**src/design/rif_pkg.sv**
```systemverilog
/*
  Constants and types shared by the radio event-flag and pin-routing block.
  Assumes an APB master on the register side and a radio core on one clock.
*/
package rif_pkg;

  // ---------------------------------------------------------------------
  // Operating modes
  // ---------------------------------------------------------------------
  typedef enum logic [2:0] {
    RIF_MODE_SLEEP,
    RIF_MODE_STANDBY,
    RIF_MODE_SYNTH,
    RIF_MODE_RX,
    RIF_MODE_TX
  } rif_mode_t;

  // ---------------------------------------------------------------------
  // Register indices (byte address is four times the index)
  // ---------------------------------------------------------------------
  localparam logic [7:0] RIF_IDX_ROUTE_A   = 8'h25;
  localparam logic [7:0] RIF_IDX_ROUTE_B   = 8'h26;
  localparam logic [7:0] RIF_IDX_FLAGS1    = 8'h27;
  localparam logic [7:0] RIF_IDX_FLAGS2    = 8'h28;
  localparam logic [7:0] RIF_IDX_LEVEL     = 8'h29;
  localparam logic [7:0] RIF_IDX_WAIT1     = 8'h2a;
  localparam logic [7:0] RIF_IDX_WAIT2     = 8'h2b;

  // ---------------------------------------------------------------------
  // Reset values
  // ---------------------------------------------------------------------
  localparam logic [7:0] RIF_RST_ROUTE_A   = 8'h00;
  localparam logic [7:0] RIF_RST_ROUTE_B   = 8'h07;
  localparam logic [7:0] RIF_RST_FLAGS1    = 8'h80;
  localparam logic [7:0] RIF_RST_FLAGS2    = 8'h00;
  localparam logic [7:0] RIF_RST_LEVEL     = 8'he4;
  localparam logic [7:0] RIF_RST_WAIT      = 8'h00;

  // ---------------------------------------------------------------------
  // Field positions
  // ---------------------------------------------------------------------
  localparam int RIF_B_CLK_SEL_LSB   = 0;
  localparam int RIF_B_ROUTE_B_RSVD  = 3;
  localparam int RIF_F1_MODE_SETTLED = 7;
  localparam int RIF_F1_RX_SETTLED   = 6;
  localparam int RIF_F1_TX_SETTLED   = 5;
  localparam int RIF_F1_SYNTH_LOCKED = 4;
  localparam int RIF_F1_STRENGTH     = 3;
  localparam int RIF_F1_TIMEOUT      = 2;
  localparam int RIF_F1_INTERMEDIATE = 1;
  localparam int RIF_F1_FRAME_MATCH  = 0;
  localparam int RIF_F2_QUEUE_FULL   = 7;
  localparam int RIF_F2_NONEMPTY     = 6;
  localparam int RIF_F2_ABOVE_MARK   = 5;
  localparam int RIF_F2_OVERFLOW     = 4;
  localparam int RIF_F2_TRANSMITTED  = 3;
  localparam int RIF_F2_BODY_RECV    = 2;
  localparam int RIF_F2_CHECK_PASSED = 1;
  localparam int RIF_F2_BATTERY_LOW  = 0;

  // ---------------------------------------------------------------------
  // Clock output codes, queue size and timing
  // ---------------------------------------------------------------------
  localparam logic [2:0] RIF_CLK_DIV32     = 3'h5;
  localparam logic [2:0] RIF_CLK_RC        = 3'h6;
  localparam logic [2:0] RIF_CLK_OFF       = 3'h7;
  localparam logic [6:0] RIF_QUEUE_DEPTH   = 7'h42;
  localparam int         RIF_BITS_PER_UNIT = 16;

endpackage : rif_pkg

```
**src/design/rif_tmo_if.sv**
```systemverilog
/*
  Interface between the flag logic and one receive timeout counter.
  Assumes both ends run on the same clock.
*/
`timescale 1ns/10ps
`default_nettype none

interface rif_tmo_if;
  logic       arm;
  logic [7:0] units;
  logic       bit_tick;
  logic       expire;

  modport ctl (output arm, output units, output bit_tick, input expire);
  modport cnt (input arm, input units, input bit_tick, output expire);
endinterface : rif_tmo_if

`default_nettype wire

```
**src/design/rif_top.sv**
```systemverilog
/*
  Event flags, receive timeouts, pin routing and clock output selector
  of a packet radio, with an APB register slave.
  Assumes core event inputs are one-cycle pulses on i_mclk, the battery
  comparator is asynchronous, and i_mclk stands for the crystal clock.
*/
// Our own choice: register access over APB.
`timescale 1ns/10ps
`default_nettype none

module rif_top (
  input  wire logic                 i_mclk,
  input  wire logic                 i_reset,
  // APB slave
  input  wire logic                 i_psel,
  input  wire logic                 i_penable,
  input  wire logic                 i_pwrite,
  input  wire logic [11:0]          i_paddr,
  input  wire logic [31:0]          i_pwdata,
  input  wire logic [3:0]           i_pstrb,
  output logic                      o_pready,
  output logic [31:0]               o_prdata,
  output logic                      o_pslverr,
  // Radio core status
  input  wire rif_pkg::rif_mode_t   i_op_mode,
  input  wire logic                 i_mode_ready_evt,
  input  wire logic                 i_rx_settle_done,
  input  wire logic                 i_pa_ramp_done,
  input  wire logic                 i_pll_locked,
  input  wire logic [7:0]           i_strength_measure,
  input  wire logic                 i_intermediate_active,
  input  wire logic                 i_frame_match_evt,
  input  wire logic                 i_continuous_mode,
  input  wire logic [6:0]           i_queue_count,
  input  wire logic [6:0]           i_queue_mark,
  input  wire logic                 i_overrun_evt,
  input  wire logic                 i_packet_done,
  input  wire logic                 i_payload_done,
  input  wire logic                 i_check_pass,
  input  wire logic                 i_check_enable,
  input  wire logic                 i_keep_on_check_fail,
  input  wire logic                 i_bit_tick,
  input  wire logic                 i_battery_below,
  input  wire logic                 i_rc_osc,
  input  wire logic [5:0][3:0]      i_route_cand_packet,
  input  wire logic [5:0][3:0]      i_route_cand_cont,
  // Outputs
  output logic                      o_queue_clear,
  output logic                      o_rc_osc_enable,
  output logic                      o_divided_clock_pin,
  output logic [5:0]                o_aux_out_pin
);
  import rif_pkg::*;

  // ---------------------------------------------------------------------
  // State
  // ---------------------------------------------------------------------
  typedef struct packed {
    logic [7:0]  route_a;
    logic [7:0]  route_b;
    logic [7:0]  level;
    logic [7:0]  wait1;
    logic [7:0]  wait2;
    logic [7:0]  flags1;
    logic [7:0]  flags2;
    rif_mode_t   mode_prev;
    logic        mode_seen;
    logic [1:0]  bat_sync;
    logic [4:0]  div_cnt;
    logic        clk_pin;
    logic [5:0]  pins;
    logic [31:0] rdata;
    logic        slverr;
    logic        qclr;
  } rif_top_state_t;

  rif_top_state_t st_ff;
  rif_top_state_t nxt_st;

  rif_tmo_if tmo_start ();
  rif_tmo_if tmo_post ();

  logic       setup_ph;
  logic       wr_acc;
  logic [7:0] idx;
  logic [7:0] wbyte;
  logic       in_rx;
  logic       in_tx;
  logic       empty_evt;
  logic       check_fail;
  logic [7:0] rd_val;
  logic       rd_hit;

  // ---------------------------------------------------------------------
  // Bus and mode decode
  // ---------------------------------------------------------------------
  assign setup_ph   = i_psel && !i_penable;
  assign wr_acc     = i_psel && i_penable && i_pwrite && i_pstrb[0];
  assign idx        = i_paddr[9:2];
  assign wbyte      = i_pwdata[7:0];
  assign in_rx      = (i_op_mode == RIF_MODE_RX);
  assign in_tx      = (i_op_mode == RIF_MODE_TX);
  assign empty_evt  = (st_ff.flags2[RIF_F2_NONEMPTY] && i_queue_count == 7'h00) || st_ff.qclr;
  assign check_fail = i_payload_done && in_rx && i_check_enable && !i_check_pass;

  // ---------------------------------------------------------------------
  // Timeout counters
  // ---------------------------------------------------------------------
  // Start waits for strength, post waits for a body
  assign tmo_start.arm      = in_rx && !st_ff.flags1[RIF_F1_STRENGTH];
  assign tmo_start.units    = st_ff.wait1;
  assign tmo_start.bit_tick = i_bit_tick;
  assign tmo_post.arm       = in_rx && st_ff.flags1[RIF_F1_STRENGTH] &&
                              !st_ff.flags2[RIF_F2_BODY_RECV];
  assign tmo_post.units     = st_ff.wait2;
  assign tmo_post.bit_tick  = i_bit_tick;

  rif_timeout u_tmo_start (
    .i_mclk  (i_mclk),
    .i_reset (i_reset),
    .tmo     (tmo_start)
  );

  rif_timeout u_tmo_post (
    .i_mclk  (i_mclk),
    .i_reset (i_reset),
    .tmo     (tmo_post)
  );

  // ---------------------------------------------------------------------
  // Register read mux
  // ---------------------------------------------------------------------
  always_comb begin
    // Unmapped indices read zero, flag an error
    rd_val = 8'h00;
    rd_hit = 1'b1;
    unique case (idx)
      RIF_IDX_ROUTE_A: rd_val = st_ff.route_a;
      RIF_IDX_ROUTE_B: rd_val = st_ff.route_b;
      RIF_IDX_FLAGS1:  rd_val = st_ff.flags1;
      RIF_IDX_FLAGS2:  rd_val = st_ff.flags2;
      RIF_IDX_LEVEL:   rd_val = st_ff.level;
      RIF_IDX_WAIT1:   rd_val = st_ff.wait1;
      RIF_IDX_WAIT2:   rd_val = st_ff.wait2;
      default:         rd_hit = 1'b0;
    endcase
  end

  // ---------------------------------------------------------------------
  // Next state
  // ---------------------------------------------------------------------
  always_comb begin
    logic [7:0] f1;
    logic [7:0] f2;
    logic       sel_hi;
    logic       sel_lo;
    logic [1:0] psel_code;
    f1        = st_ff.flags1;
    f2        = st_ff.flags2;
    sel_hi    = 1'b0;
    sel_lo    = 1'b0;
    psel_code = 2'h0;
    nxt_st    = st_ff;

    // Bus: capture read data in setup, write at the access edge
    if (setup_ph) begin
      nxt_st.rdata  = {24'h000000, rd_val};
      nxt_st.slverr = !rd_hit;
    end
    // Failed check empties the queue unless kept
    nxt_st.qclr = check_fail && !i_keep_on_check_fail;

    // Software writes and clears
    if (wr_acc && !st_ff.slverr) begin
      unique case (idx)
        RIF_IDX_ROUTE_A: nxt_st.route_a = wbyte;
        RIF_IDX_ROUTE_B: begin
          nxt_st.route_b = wbyte;
          nxt_st.route_b[RIF_B_ROUTE_B_RSVD] = 1'b0;
        end
        RIF_IDX_LEVEL:   nxt_st.level = wbyte;
        RIF_IDX_WAIT1:   nxt_st.wait1 = wbyte;
        RIF_IDX_WAIT2:   nxt_st.wait2 = wbyte;
        RIF_IDX_FLAGS1: begin
          if (wbyte[RIF_F1_STRENGTH]) f1[RIF_F1_STRENGTH] = 1'b0;
          if (wbyte[RIF_F1_FRAME_MATCH] && i_continuous_mode) f1[RIF_F1_FRAME_MATCH] = 1'b0;
        end
        RIF_IDX_FLAGS2: begin
          if (wbyte[RIF_F2_OVERFLOW]) begin
            // Empties the queue and drops flags tied to its content
            nxt_st.qclr = 1'b1;
            f2[RIF_F2_OVERFLOW]     = 1'b0;
            f2[RIF_F2_BODY_RECV]    = 1'b0;
            f2[RIF_F2_CHECK_PASSED] = 1'b0;
            f1[RIF_F1_TIMEOUT]      = 1'b0;
            f1[RIF_F1_FRAME_MATCH]  = 1'b0;
          end
          if (wbyte[RIF_F2_BATTERY_LOW]) f2[RIF_F2_BATTERY_LOW] = 1'b0;
        end
        default: ;
      endcase
    end

    // Clears by hardware condition
    nxt_st.mode_prev = i_op_mode;
    nxt_st.mode_seen = 1'b1;
    // No false mode change right after reset
    if (st_ff.mode_seen && i_op_mode != st_ff.mode_prev) begin
      f1[RIF_F1_MODE_SETTLED] = 1'b0;
    end
    // Leaving a mode drops its flags
    if (!in_rx) begin
      f1[RIF_F1_RX_SETTLED]  = 1'b0;
      f1[RIF_F1_STRENGTH]    = 1'b0;
      f1[RIF_F1_TIMEOUT]     = 1'b0;
      f1[RIF_F1_FRAME_MATCH] = 1'b0;
    end
    if (!in_tx) begin
      f1[RIF_F1_TX_SETTLED]  = 1'b0;
      f2[RIF_F2_TRANSMITTED] = 1'b0;
    end
    // Queue emptied: content flags drop
    if (empty_evt) begin
      f1[RIF_F1_TIMEOUT]      = 1'b0;
      f1[RIF_F1_FRAME_MATCH]  = 1'b0;
      f2[RIF_F2_BODY_RECV]    = 1'b0;
      f2[RIF_F2_CHECK_PASSED] = 1'b0;
    end

    // Sets win over clears
    if (i_mode_ready_evt) f1[RIF_F1_MODE_SETTLED] = 1'b1;
    if (in_rx && i_rx_settle_done) f1[RIF_F1_RX_SETTLED] = 1'b1;
    if (in_tx && i_pa_ramp_done) f1[RIF_F1_TX_SETTLED] = 1'b1;
    f1[RIF_F1_SYNTH_LOCKED] = i_pll_locked && (i_op_mode == RIF_MODE_SYNTH || in_rx || in_tx);
    if (in_rx && i_strength_measure > st_ff.level) f1[RIF_F1_STRENGTH] = 1'b1;
    if (tmo_start.expire || tmo_post.expire) f1[RIF_F1_TIMEOUT] = 1'b1;
    f1[RIF_F1_INTERMEDIATE] = i_intermediate_active;
    if (in_rx && i_frame_match_evt) f1[RIF_F1_FRAME_MATCH] = 1'b1;

    // Live queue status, then sticky overflow and packet flags
    f2[RIF_F2_QUEUE_FULL]  = (i_queue_count == RIF_QUEUE_DEPTH);
    f2[RIF_F2_NONEMPTY]    = (i_queue_count != 7'h00);
    f2[RIF_F2_ABOVE_MARK]  = (i_queue_count > i_queue_mark);
    if (i_overrun_evt && i_op_mode != RIF_MODE_SLEEP) f2[RIF_F2_OVERFLOW] = 1'b1;
    if (in_tx && i_packet_done) f2[RIF_F2_TRANSMITTED] = 1'b1;
    if (i_payload_done && in_rx &&
        (!i_check_enable || i_check_pass || i_keep_on_check_fail)) begin
      f2[RIF_F2_BODY_RECV] = 1'b1;
    end
    if (i_payload_done && in_rx && i_check_pass) f2[RIF_F2_CHECK_PASSED] = 1'b1;

    // Two flops before the battery level is read
    nxt_st.bat_sync = {st_ff.bat_sync[0], i_battery_below};
    if (st_ff.bat_sync[1]) f2[RIF_F2_BATTERY_LOW] = 1'b1;

    nxt_st.flags1 = f1;
    nxt_st.flags2 = f2;

    // Clock divider
    // Counter bit n toggles every 2^n cycles
    nxt_st.div_cnt = st_ff.div_cnt + 5'h01;
    if (st_ff.route_b[2:RIF_B_CLK_SEL_LSB] != 3'h0 &&
        st_ff.route_b[2:RIF_B_CLK_SEL_LSB] <= RIF_CLK_DIV32) begin
      nxt_st.clk_pin = nxt_st.div_cnt[st_ff.route_b[2:RIF_B_CLK_SEL_LSB] - 3'h1];
    end else begin
      nxt_st.clk_pin = 1'b0;
    end

    // Pin routing
    // Pin0 takes the top selector pair
    for (int p = 0; p < 6; p++) begin
      psel_code = (p < 4) ? st_ff.route_a[7 - 2 * p -: 2] : st_ff.route_b[7 - 2 * (p - 4) -: 2];
      nxt_st.pins[p] = i_continuous_mode ? i_route_cand_cont[p][psel_code]
                                         : i_route_cand_packet[p][psel_code];
    end
  end

  always_ff @(posedge i_mclk) begin
    if (i_reset) begin
      st_ff         <= '0;
      st_ff.route_a <= RIF_RST_ROUTE_A;
      st_ff.route_b <= RIF_RST_ROUTE_B;
      st_ff.level   <= RIF_RST_LEVEL;
      st_ff.wait1   <= RIF_RST_WAIT;
      st_ff.wait2   <= RIF_RST_WAIT;
      st_ff.flags1  <= RIF_RST_FLAGS1;
      st_ff.flags2  <= RIF_RST_FLAGS2;
      st_ff.mode_prev <= RIF_MODE_SLEEP;
      st_ff.mode_seen <= 1'b0;
    end else begin
      st_ff <= nxt_st;
    end
  end

  // ---------------------------------------------------------------------
  // Outputs
  // ---------------------------------------------------------------------
  // No wait states
  assign o_pready        = i_psel && i_penable;
  assign o_prdata        = st_ff.rdata;
  assign o_pslverr       = i_psel && i_penable && st_ff.slverr;
  assign o_queue_clear   = st_ff.qclr;
  assign o_rc_osc_enable = (st_ff.route_b[2:RIF_B_CLK_SEL_LSB] == RIF_CLK_RC);
  assign o_aux_out_pin   = st_ff.pins;

  // Undivided and RC codes pass the source clock straight through
  always_comb begin
    unique case (st_ff.route_b[2:RIF_B_CLK_SEL_LSB])
      3'h0:        o_divided_clock_pin = i_mclk;
      RIF_CLK_RC:  o_divided_clock_pin = i_rc_osc;
      RIF_CLK_OFF: o_divided_clock_pin = 1'b0;
      default:     o_divided_clock_pin = st_ff.clk_pin;
    endcase
  end

endmodule : rif_top

`default_nettype wire

```
**src/design/rif_timeout.sv**
```systemverilog
/*
  One receive timeout counter: counts units of sixteen bit periods while armed.
  Assumes bit_tick is a one-cycle pulse per bit period on the same clock.
*/
`timescale 1ns/10ps
`default_nettype none

module rif_timeout (
  input  wire logic i_mclk,
  input  wire logic i_reset,
  rif_tmo_if.cnt    tmo
);
  import rif_pkg::*;

  typedef struct packed {
    logic       arm_d;
    logic [3:0] pre;
    logic [7:0] cnt;
    logic       done;
    logic       expire;
  } rif_tmo_state_t;

  rif_tmo_state_t st_ff;
  rif_tmo_state_t nxt_st;

  // ---------------------------------------------------------------------
  // Counting
  // ---------------------------------------------------------------------
  always_comb begin
    nxt_st        = st_ff;
    nxt_st.arm_d  = tmo.arm;
    nxt_st.expire = 1'b0;
    if (!tmo.arm || !st_ff.arm_d) begin
      // Fresh start on every new arming
      nxt_st.pre  = 4'h0;
      nxt_st.cnt  = 8'h00;
      nxt_st.done = 1'b0;
    end else if (tmo.bit_tick && !st_ff.done && tmo.units != 8'h00) begin
      nxt_st.pre = st_ff.pre + 4'h1;
      if (st_ff.pre == 4'(RIF_BITS_PER_UNIT - 1)) begin
        nxt_st.cnt = st_ff.cnt + 8'h01;
        if (st_ff.cnt + 8'h01 == tmo.units) begin
          nxt_st.expire = 1'b1;
          nxt_st.done   = 1'b1;
        end
      end
    end
  end

  always_ff @(posedge i_mclk) begin
    if (i_reset) begin
      st_ff <= '0;
    end else begin
      st_ff <= nxt_st;
    end
  end

  assign tmo.expire = st_ff.expire;

endmodule : rif_timeout

`default_nettype wire

```
**config.mk**
```make
export PLATFORM = sky130hd
export DESIGN_NAME = rif_top
export DESIGN_NICKNAME = d
export VERILOG_FILES = /design/src/design/rif_pkg.sv /design/src/design/rif_tmo_if.sv /design/src/design/rif_top.sv /design/src/design/rif_timeout.sv
export SDC_FILE = /design/constraint.sdc
export NUM_CORES = 1
export LEC_CHECK = 0
export BUFFER_PORTS_ARGS = -buffer_cell sky130_fd_sc_hd__buf_2
export CORE_ASPECT_RATIO = 0.5
export CORE_MARGIN = 2
export CORE_UTILIZATION = 40
export DETAILED_ROUTE_END_ITERATION = 16
export GPL_ROUTABILITY_DRIVEN = 0
export PLACE_DENSITY = 0.77
export SLEW_MARGIN = 20
export SYNTH_ARGS = -nofsm -noshare
export SYNTH_HDL_FRONTEND = slang
export SYNTH_SLANG_ARGS = --single-unit
```
**constraint.sdc**
```tcl
create_clock -name i_mclk -period 1.9 [get_ports i_mclk]
set_input_delay 0.38 -clock i_mclk [delete_from_list [all_inputs] [get_ports i_mclk]]
set_output_delay 0.38 -clock i_mclk [all_outputs]
set_load 0.005 [all_outputs]
```
==> flow_summary.json, run 1 <==
{
  "rsz0062_at_grt": "true",
  "hold-worst-slack_ps": 31.31,
  "drc": 0,
  "synth_top_area_frac": 0.3545,
  "power_frac_clock": 0.545,
  "hpwl_um": 14080,
  "pwr-share-seq": 0.383,
  "p_per_area_mw_per_mm2": 781.9,
  "first_pass_iters": 5,
  "violations": "setup timing",
  "synth_async_sr_flop_share": 0,
  "synthTopCellsByArea": "dfxtp_1 (35%), mux2i_1 (7.5%), nor2_1 (5.6%)",
  "seq_area_frac_synth": 0.3545,
  "fin_ws_ps": -139.3,
  "worstSetupPathType": "flop to primary output",
  "die_x_um": 182.6,
  "detail_route.wl_per_cell_um": 17.66,
  "overflow": 0,
  "drt_iter0_drc": 549,
  "coreArea_mm2": 0.01549,
  "arrival_ps": 1660,
  "slew_headroom": 0.6157,
  "p_int_uw": 4849,
  "viasPerCell": 5.564,
  "yosys.area.top_type": "dfxtp_1",
  "r2r_end": "u_tmo_post.st_ff[1]",
  "finalSetupViolCount": 4,
  "syn_to_final_growth_pct": 27.12,
  "fmax_mhz": 490.4,
  "synthesis.area_mm2": 0.006381,
  "rrSetupSlack_ps": 50,
  "synthFlopType": "dfxtp_1",
  "r2r_cells": 6,
  "ys_ff_latch": 113,
  "fin_nets": 1033,
  "netlist_instances": 707,
  "required_ps": 1520,
  "period_share": 1.073,
  "post-place-ws_ps": -142.3,
  "diodes": 0,
  "pwr-share-comb": 0.072,
  "antenna_found_initial": 0,
  "grt_pass1_wl_um": 29640,
  "leakage_uw": 0.003398,
  "critPathLaunchType": "flop",
  "endpoint_kind": "primary output",
  "routed_wl_um": 19160,
  "cts.clk_slew.worst_paths_ps": 60,
  "whs_path_depth": 2,
  "outcome": "finished, violations left",
  "grt_pass1_vias": 5779,
  "start_util": 0.4118,
  "finalHoldViolations": 0,
  "ant_nets": 0,
  "grt_max_degree": 33,
  "grt.total_usage": 0.2281,
  "hold_buffers": 0,
  "cap_violations": 0,
  "worstSkewPairLatency_ps": 540,
  "hold_path.class": "input pin to flop",
  "synth-edff-count": 0,
  "skew_ps": 8.303,
  "power.switching_uw": 1494,
  "finalMaxSlewViolations": 0,
  "rows": 32,
  "tritoncts": "built",
  "period_needed_ps": 2039,
  "crit_fanout": 3,
  "drive_gt1_frac": 0.2997,
  "io_pins": 185,
  "syn_area_per_cell_um2": 9.026,
  "worstHoldStart": "i_mode_ready_evt",
  "ys.warnings.count": 0,
  "dr_total_vias": 6037,
  "rr_startpoint": "u_tmo_post.st_ff[2]",
  "synthDistinctLibCells": 69,
  "port_buffers": 129,
  "p_sw_frac": 0.2355,
  "holdPathEnd": "st_ff[67]",
  "die_h_um": 93.31,
  "max-vdd-ir-drop_mv": 0.6598,
  "worst_pin_slew_ps": 571.1,
  "dieArea_mm2": 0.01704
}
[cell usage in the layout (no fill, tap or decap), types with 5 or more instances in the layout]
master | synthesis | routed
buf_2 | 9 | 129
clkinvlp_4 | 0 | 5
o21a_1 | 6 | 6
conb_1 | 1 | 24
and2_1 | 6 | 5
buf_4 | 38 | 51
mux4_2 | 14 | 14
ha_1 | 23 | 20
xnor2_1 | 15 | 15
a211oi_1 | 7 | 7
nand2_1 | 52 | 51
mux2i_1 | 48 | 48
a21oi_1 | 15 | 15
nor2_1 | 95 | 95
o21ai_1 | 5 | 8
nand4_1 | 13 | 13
and3_1 | 8 | 8
a22oi_1 | 6 | 6
mux2_2 | 7 | 7
dfxtp_1 | 113 | 111
nor3_1 | 7 | 7
o21ai_0 | 16 | 13
nand4b_1 | 5 | 5
xor2_1 | 25 | 25
or3_1 | 6 | 6
nand3_1 | 13 | 13
inv_1 | 29 | 27
o211ai_1 | 6 | 6
o22ai_1 | 8 | 8
clkbuf_16 | 0 | 20
nor2b_1 | 20 | 20
o31ai_1 | 5 | 5
[routing by layer]
layer | global-route usage | up-vias | share of wire
met2 | 0.3666 | 332 | 0.45
met1 | 0.2874 | 2857 | 0.42
met4 | 0.09140 | 0 | 0.028
met5 | 0 | - | 0
met3 | 0.07048 | 67 | 0.10
li1 | - | 2781 | -
[power groups by stage]
stage / clock network, uW / registers, uW / logic [uW]
after detailed placement: 6.15 / 2480 / 445
final: 3460 / 2430 / 457
after floorplan: 6.15 / 2470 / 266
after global placement: 6.15 / 2480 / 432
after CTS: 3470 / 2430 / 449
after global routing: 3590 / 2430 / 497
[worst max-delay path by stage]
stage	start	to	slack, ps
6_report	st_ff[92]	o_divided_clock_pin	-140
5_1_grt	st_ff[92]	o_divided_clock_pin	-220
4_1_cts	st_ff[92]	o_divided_clock_pin	-130
3_5_place_dp	i_paddr[6]	st_ff[62]	-140
3_3_place_gp	i_paddr[6]	st_ff[62]	-110
2_1_floorplan	u_tmo_post.st_ff[2]	u_tmo_post.st_ff[1]	90
[stage by stage]
stage	setup TNS, ps	total power [uW]	cells	util	cell area, um2
finish	-139.3	6343	1085	0.5235	8112
global placement	-851.2	2915	1045	0.4756	7370
detailed placement	-2117	2929	1045	0.4756	7370
CTS	-128.9	6345	1085	0.5222	8092
floorplan	0	2741	730	-	6467
global route	-215.0	6515	1085	0.5235	8112
[area by class of cell]
| type | count | area [um2] |
|---|---|---|
| sequential | 113 | 2265 |
| clock inverter | 13 | 138.9 |
| tap | 204 | 255.2 |
| clock buffer | 23 | 523.0 |
| timing repair buffer | 183 | 1104 |
| inverter | 29 | 108.9 |
| fill | 1358 | 7383 |
| multi-input combinational | 520 | 3717 |
[sequential cells by signal (all words and copies together) (netlist names)]
signal / count
tmo_post.units: 8
o_aux_out_pin: 6
u_tmo_start.tmo.expire: 1
u_tmo_start.st_ff: 14
u_tmo_post.tmo.expire: 1
o_prdata: 8
nxt_st: 1
st_ff: 51
tmo_start.units: 8
o_queue_clear: 1
u_tmo_post.st_ff: 14
[critical path: stages, from the launching register on]
cell and delay (ps):
dfxtp_2 350, inv_2 60, ha_4 150, and2_4 130
nand2_2 70, nand3b_1 80, o21ai_1 80, o21ai_1 70
buf_2 130
[synthesized netlist by cell type, types with 3 or more instances]
master and n:
dfxtp_1 113, nor2_1 95, nand2_1 52, mux2i_1 48, buf_4 38, inv_1 29, xor2_1 25, ha_1 23
nor2b_1 20, o21ai_0 16, a21oi_1 15, xnor2_1 15, clkbuf_1 14, mux4_2 14, nand3_1 13, nand4_1 13
buf_2 9, and3_1 8, o22ai_1 8, a211oi_1 7, mux2_2 7, nor3_1 7, a22oi_1 6, and2_1 6
o211ai_1 6, o21a_1 6, or3_1 6, buf_1 5, nand4b_1 5, o21ai_1 5, o31ai_1 5, a21o_1 4
a31oi_1 4, nand2b_1 4, nor3_4 4, nor3b_1 4, nor4_1 4, o31a_1 3
[kinds of logic (layout without fill, tap and decap cells)]
| family | count (synthesis) | in the layout | share of synthesized area |
|---|---|---|---|
| AND/OR/NAND/NOR | 253 | 253 | 0.2020 |
| flip-flops | 113 | 113 | 0.3545 |
| AO/OA/AOI/OAI | 111 | 111 | 0.1224 |
| buffers and inverters | 97 | 248 | 0.08353 |
| multiplexers | 69 | 69 | 0.1371 |
| XOR/XNOR | 40 | 40 | 0.05490 |
| adder cells (fa/ha/maj) | 23 | 23 | 0.04510 |
| other | 1 | 24 | 0.0005877 |
[timing repair]
| action | 4_1_cts | 5_1_grt |
|---|---|---|
| gates resized for setup | 13 | 4 |
| setup endpoints to repair | 7 | 7 |
| pin swaps | 7 | 3 |
| gates cloned | 0 | 0 |
| endpoints found under the hold margin | 0 | 0 |
| setup buffers | 5 | 0 |
(Power assumes the default switching activity.)
==> run 2, diff against run 1 <==
GPL_TIMING_DRIVEN = 0   (was unset)
==> run 2 against run 1 <==
  * Clock power up 3%
  * Global-route usage fell by 0.54 points
  * Via count decreased by 1.4%
  * Utilization is 0.53 points higher
  * Critical path depth did not move
  * Cell count up 1.3%
  * The flow still finishes with violations (setup timing)
  * First-iteration DRC count up 17%
  * Setup slack worse by 11 ps
  * Non-clock buffer count grew 14
  * Largest power group unchanged
  * Clock-buffer cell count stayed put
  * Sequential power about the same
==> flow_summary.json, run 2 (same netlist as run 1, synthesis figures left out) <==
{
  "outcome": "finished, violations left",
  "violations": "setup timing",
  "dr_total_vias": 5953,
  "top_regs": "st_ff x51, u_tmo_post.st_ff x14, u_tmo_start.st_ff x14",
  "ant_nets": 0,
  "cap_violations": 0,
  "diodes": 0,
  "finalHoldViolations": 0,
  "globalRouteMet1Util": 0.2669,
  "cp_num_buf_inv": 2,
  "cts.clk_slew.worst_paths_ps": 60,
  "routed_wl_um": 18700,
  "fin_nets": 1047,
  "overflow": 0,
  "worstSkewPairLatency_ps": 530,
  "gr-usage-met3": 0.07282,
  "final_common_cell": "buf_2",
  "die_h_um": 93.31,
  "syn_to_final_growth_pct": 28.41,
  "antenna_found_initial": 1,
  "p_per_area_mw_per_mm2": 789.2,
  "critPathLaunchType": "flop",
  "r2r_cells": 6,
  "power.total_uw": 6467,
  "fin_tns_setup_ps": -150.7,
  "grt_pass1_wl_um": 29020,
  "tritoncts": "built",
  "drt_iter0_drc": 644,
  "grt.total_usage": 0.2226,
  "worstSetupPathDepth": 8,
  "final_core_utilization": 0.5288,
  "holdPathEnd": "st_ff[65]",
  "multi_input_area_mm2": 0.003774,
  "fmax_mhz": 487.6,
  "seqCellArea_mm2": 0.002275,
  "worstSetupPathType": "flop to primary output",
  "drc": 0,
  "hold_path.class": "input pin to flop",
  "start_util": 0.4118,
  "fin_ws_ps": -150.7,
  "required_ps": 1520,
  "critPathTopFamily": "flip-flops",
  "viasPerCell": 5.417,
  "worst_pin_slew_ps": 679.2,
  "grt_max_degree": 17,
  "finalSetupViolCount": 4,
  "endpoint_kind": "primary output",
  "rr_startpoint": "u_tmo_start.st_ff[3]",
  "dieArea_mm2": 0.01704,
  "worstHoldStart": "i_pa_ramp_done",
  "rows": 32,
  "grt_pass1_vias": 5706,
  "grt_use_met2": 0.3682,
  "period_needed_ps": 2051,
  "crit_fanout": 3,
  "largest-register": "st_ff",
  "fillers": 1368,
  "coreArea_mm2": 0.01549,
  "r2r_end": "u_tmo_start.st_ff[1]",
  "period_share": 1.079,
  "detail_route.wl_per_cell_um": 17.02,
  "hpwl_um": 13770,
  "drive_gt1_frac": 0.3050,
  "skew_ps": 15.08,
  "max-vdd-ir-drop_mv": 0.6993,
  "io_pins": 185,
  "rsz0062_at_grt": "true",
  "crit_chain": "inv_4 > ha_4 > and2_4 > nand2_4 > o21ai_2 > nand2_1 > o21ai_1 > buf_2",
  "arrival_ps": 1670,
  "slowest_stage": "dfxtp_4",
  "mostFrequentLayoutCells": "buf_2 (134), dfxtp_1 (107), nor2_1 (94), nand2_1 (51), mux2i_1 (48)",
  "rrSetupSlack_ps": 70,
  "finalMaxSlewViolations": 0,
  "whs_path_depth": 2,
  "slew_headroom": 0.5472,
  "hold_buffers": 0,
  "max_stage_delay_ps": 350,
  "first_pass_iters": 8,
  "post-place-ws_ps": -271.6,
  "grt_most_used_layer": "met2",
  "leakage_uw": 0.003441,
  "die_x_um": 182.6,
  "port_buffers": 126,
  "largest_reg_flops": 51
}
## run 2: cell count changes in the layout (fill, tap and decap cells not counted), sizes merged
cell,previous run,this run
buf,184,186
clkbuf,22,34
inv,29,34
clkinv,6,2
clkinvlp,5,4
## run 2: cell type report
cell class,count,share of cell area
Buffer,65,0.05085
Multi-Input combinational cell,520,0.4605
Timing Repair Buffer,132,0.08276
Inverter,29,0.01359
Sequential cell,113,0.2776
Clock inverter,13,0.01848
Tap cell,204,0.03115
Clock buffer,23,0.06505
## run 2: what timing repair did
action,CTS,global route
buffers inserted,5,2
gates resized for setup,25,10
setup endpoints to repair,9,27
pin swaps,7,4
## run 2: worst max-delay path by stage
stage,startpoint,endpoint
after floorplan,u_tmo_post.st_ff[2],u_tmo_post.st_ff[1]
after global placement,i_paddr[6],st_ff[94]
after detailed placement,i_paddr[6],st_ff[94]
after CTS,st_ff[92],o_divided_clock_pin
after global routing,st_ff[92],o_divided_clock_pin
final,st_ff[92],o_divided_clock_pin
## run 2: report_power, final
part / switching (uW) / internal (uW)
Sequential: 21.3 / 2400
Combinational: 252 / 237
Clock: 1260 / 2290
Total: 1530 / 4930
## run 2: per-stage QoR
step	cells	hold slack, ps	cell area, um2
3_3_place_gp	1060	427.2	7353
4_1_cts	1099	53.22	8143
2_1_floorplan	730	413.0	6467
5_1_grt	1099	54.72	8194
6_report	1099	56.13	8194
3_5_place_dp	1060	435.3	7353
## run 2: routing by layer
layer  wire length, um  part of all wire
met3              1791             0.096
met4               556             0.030
met2              8592              0.46
met5                13           0.00070
met1              7749              0.41
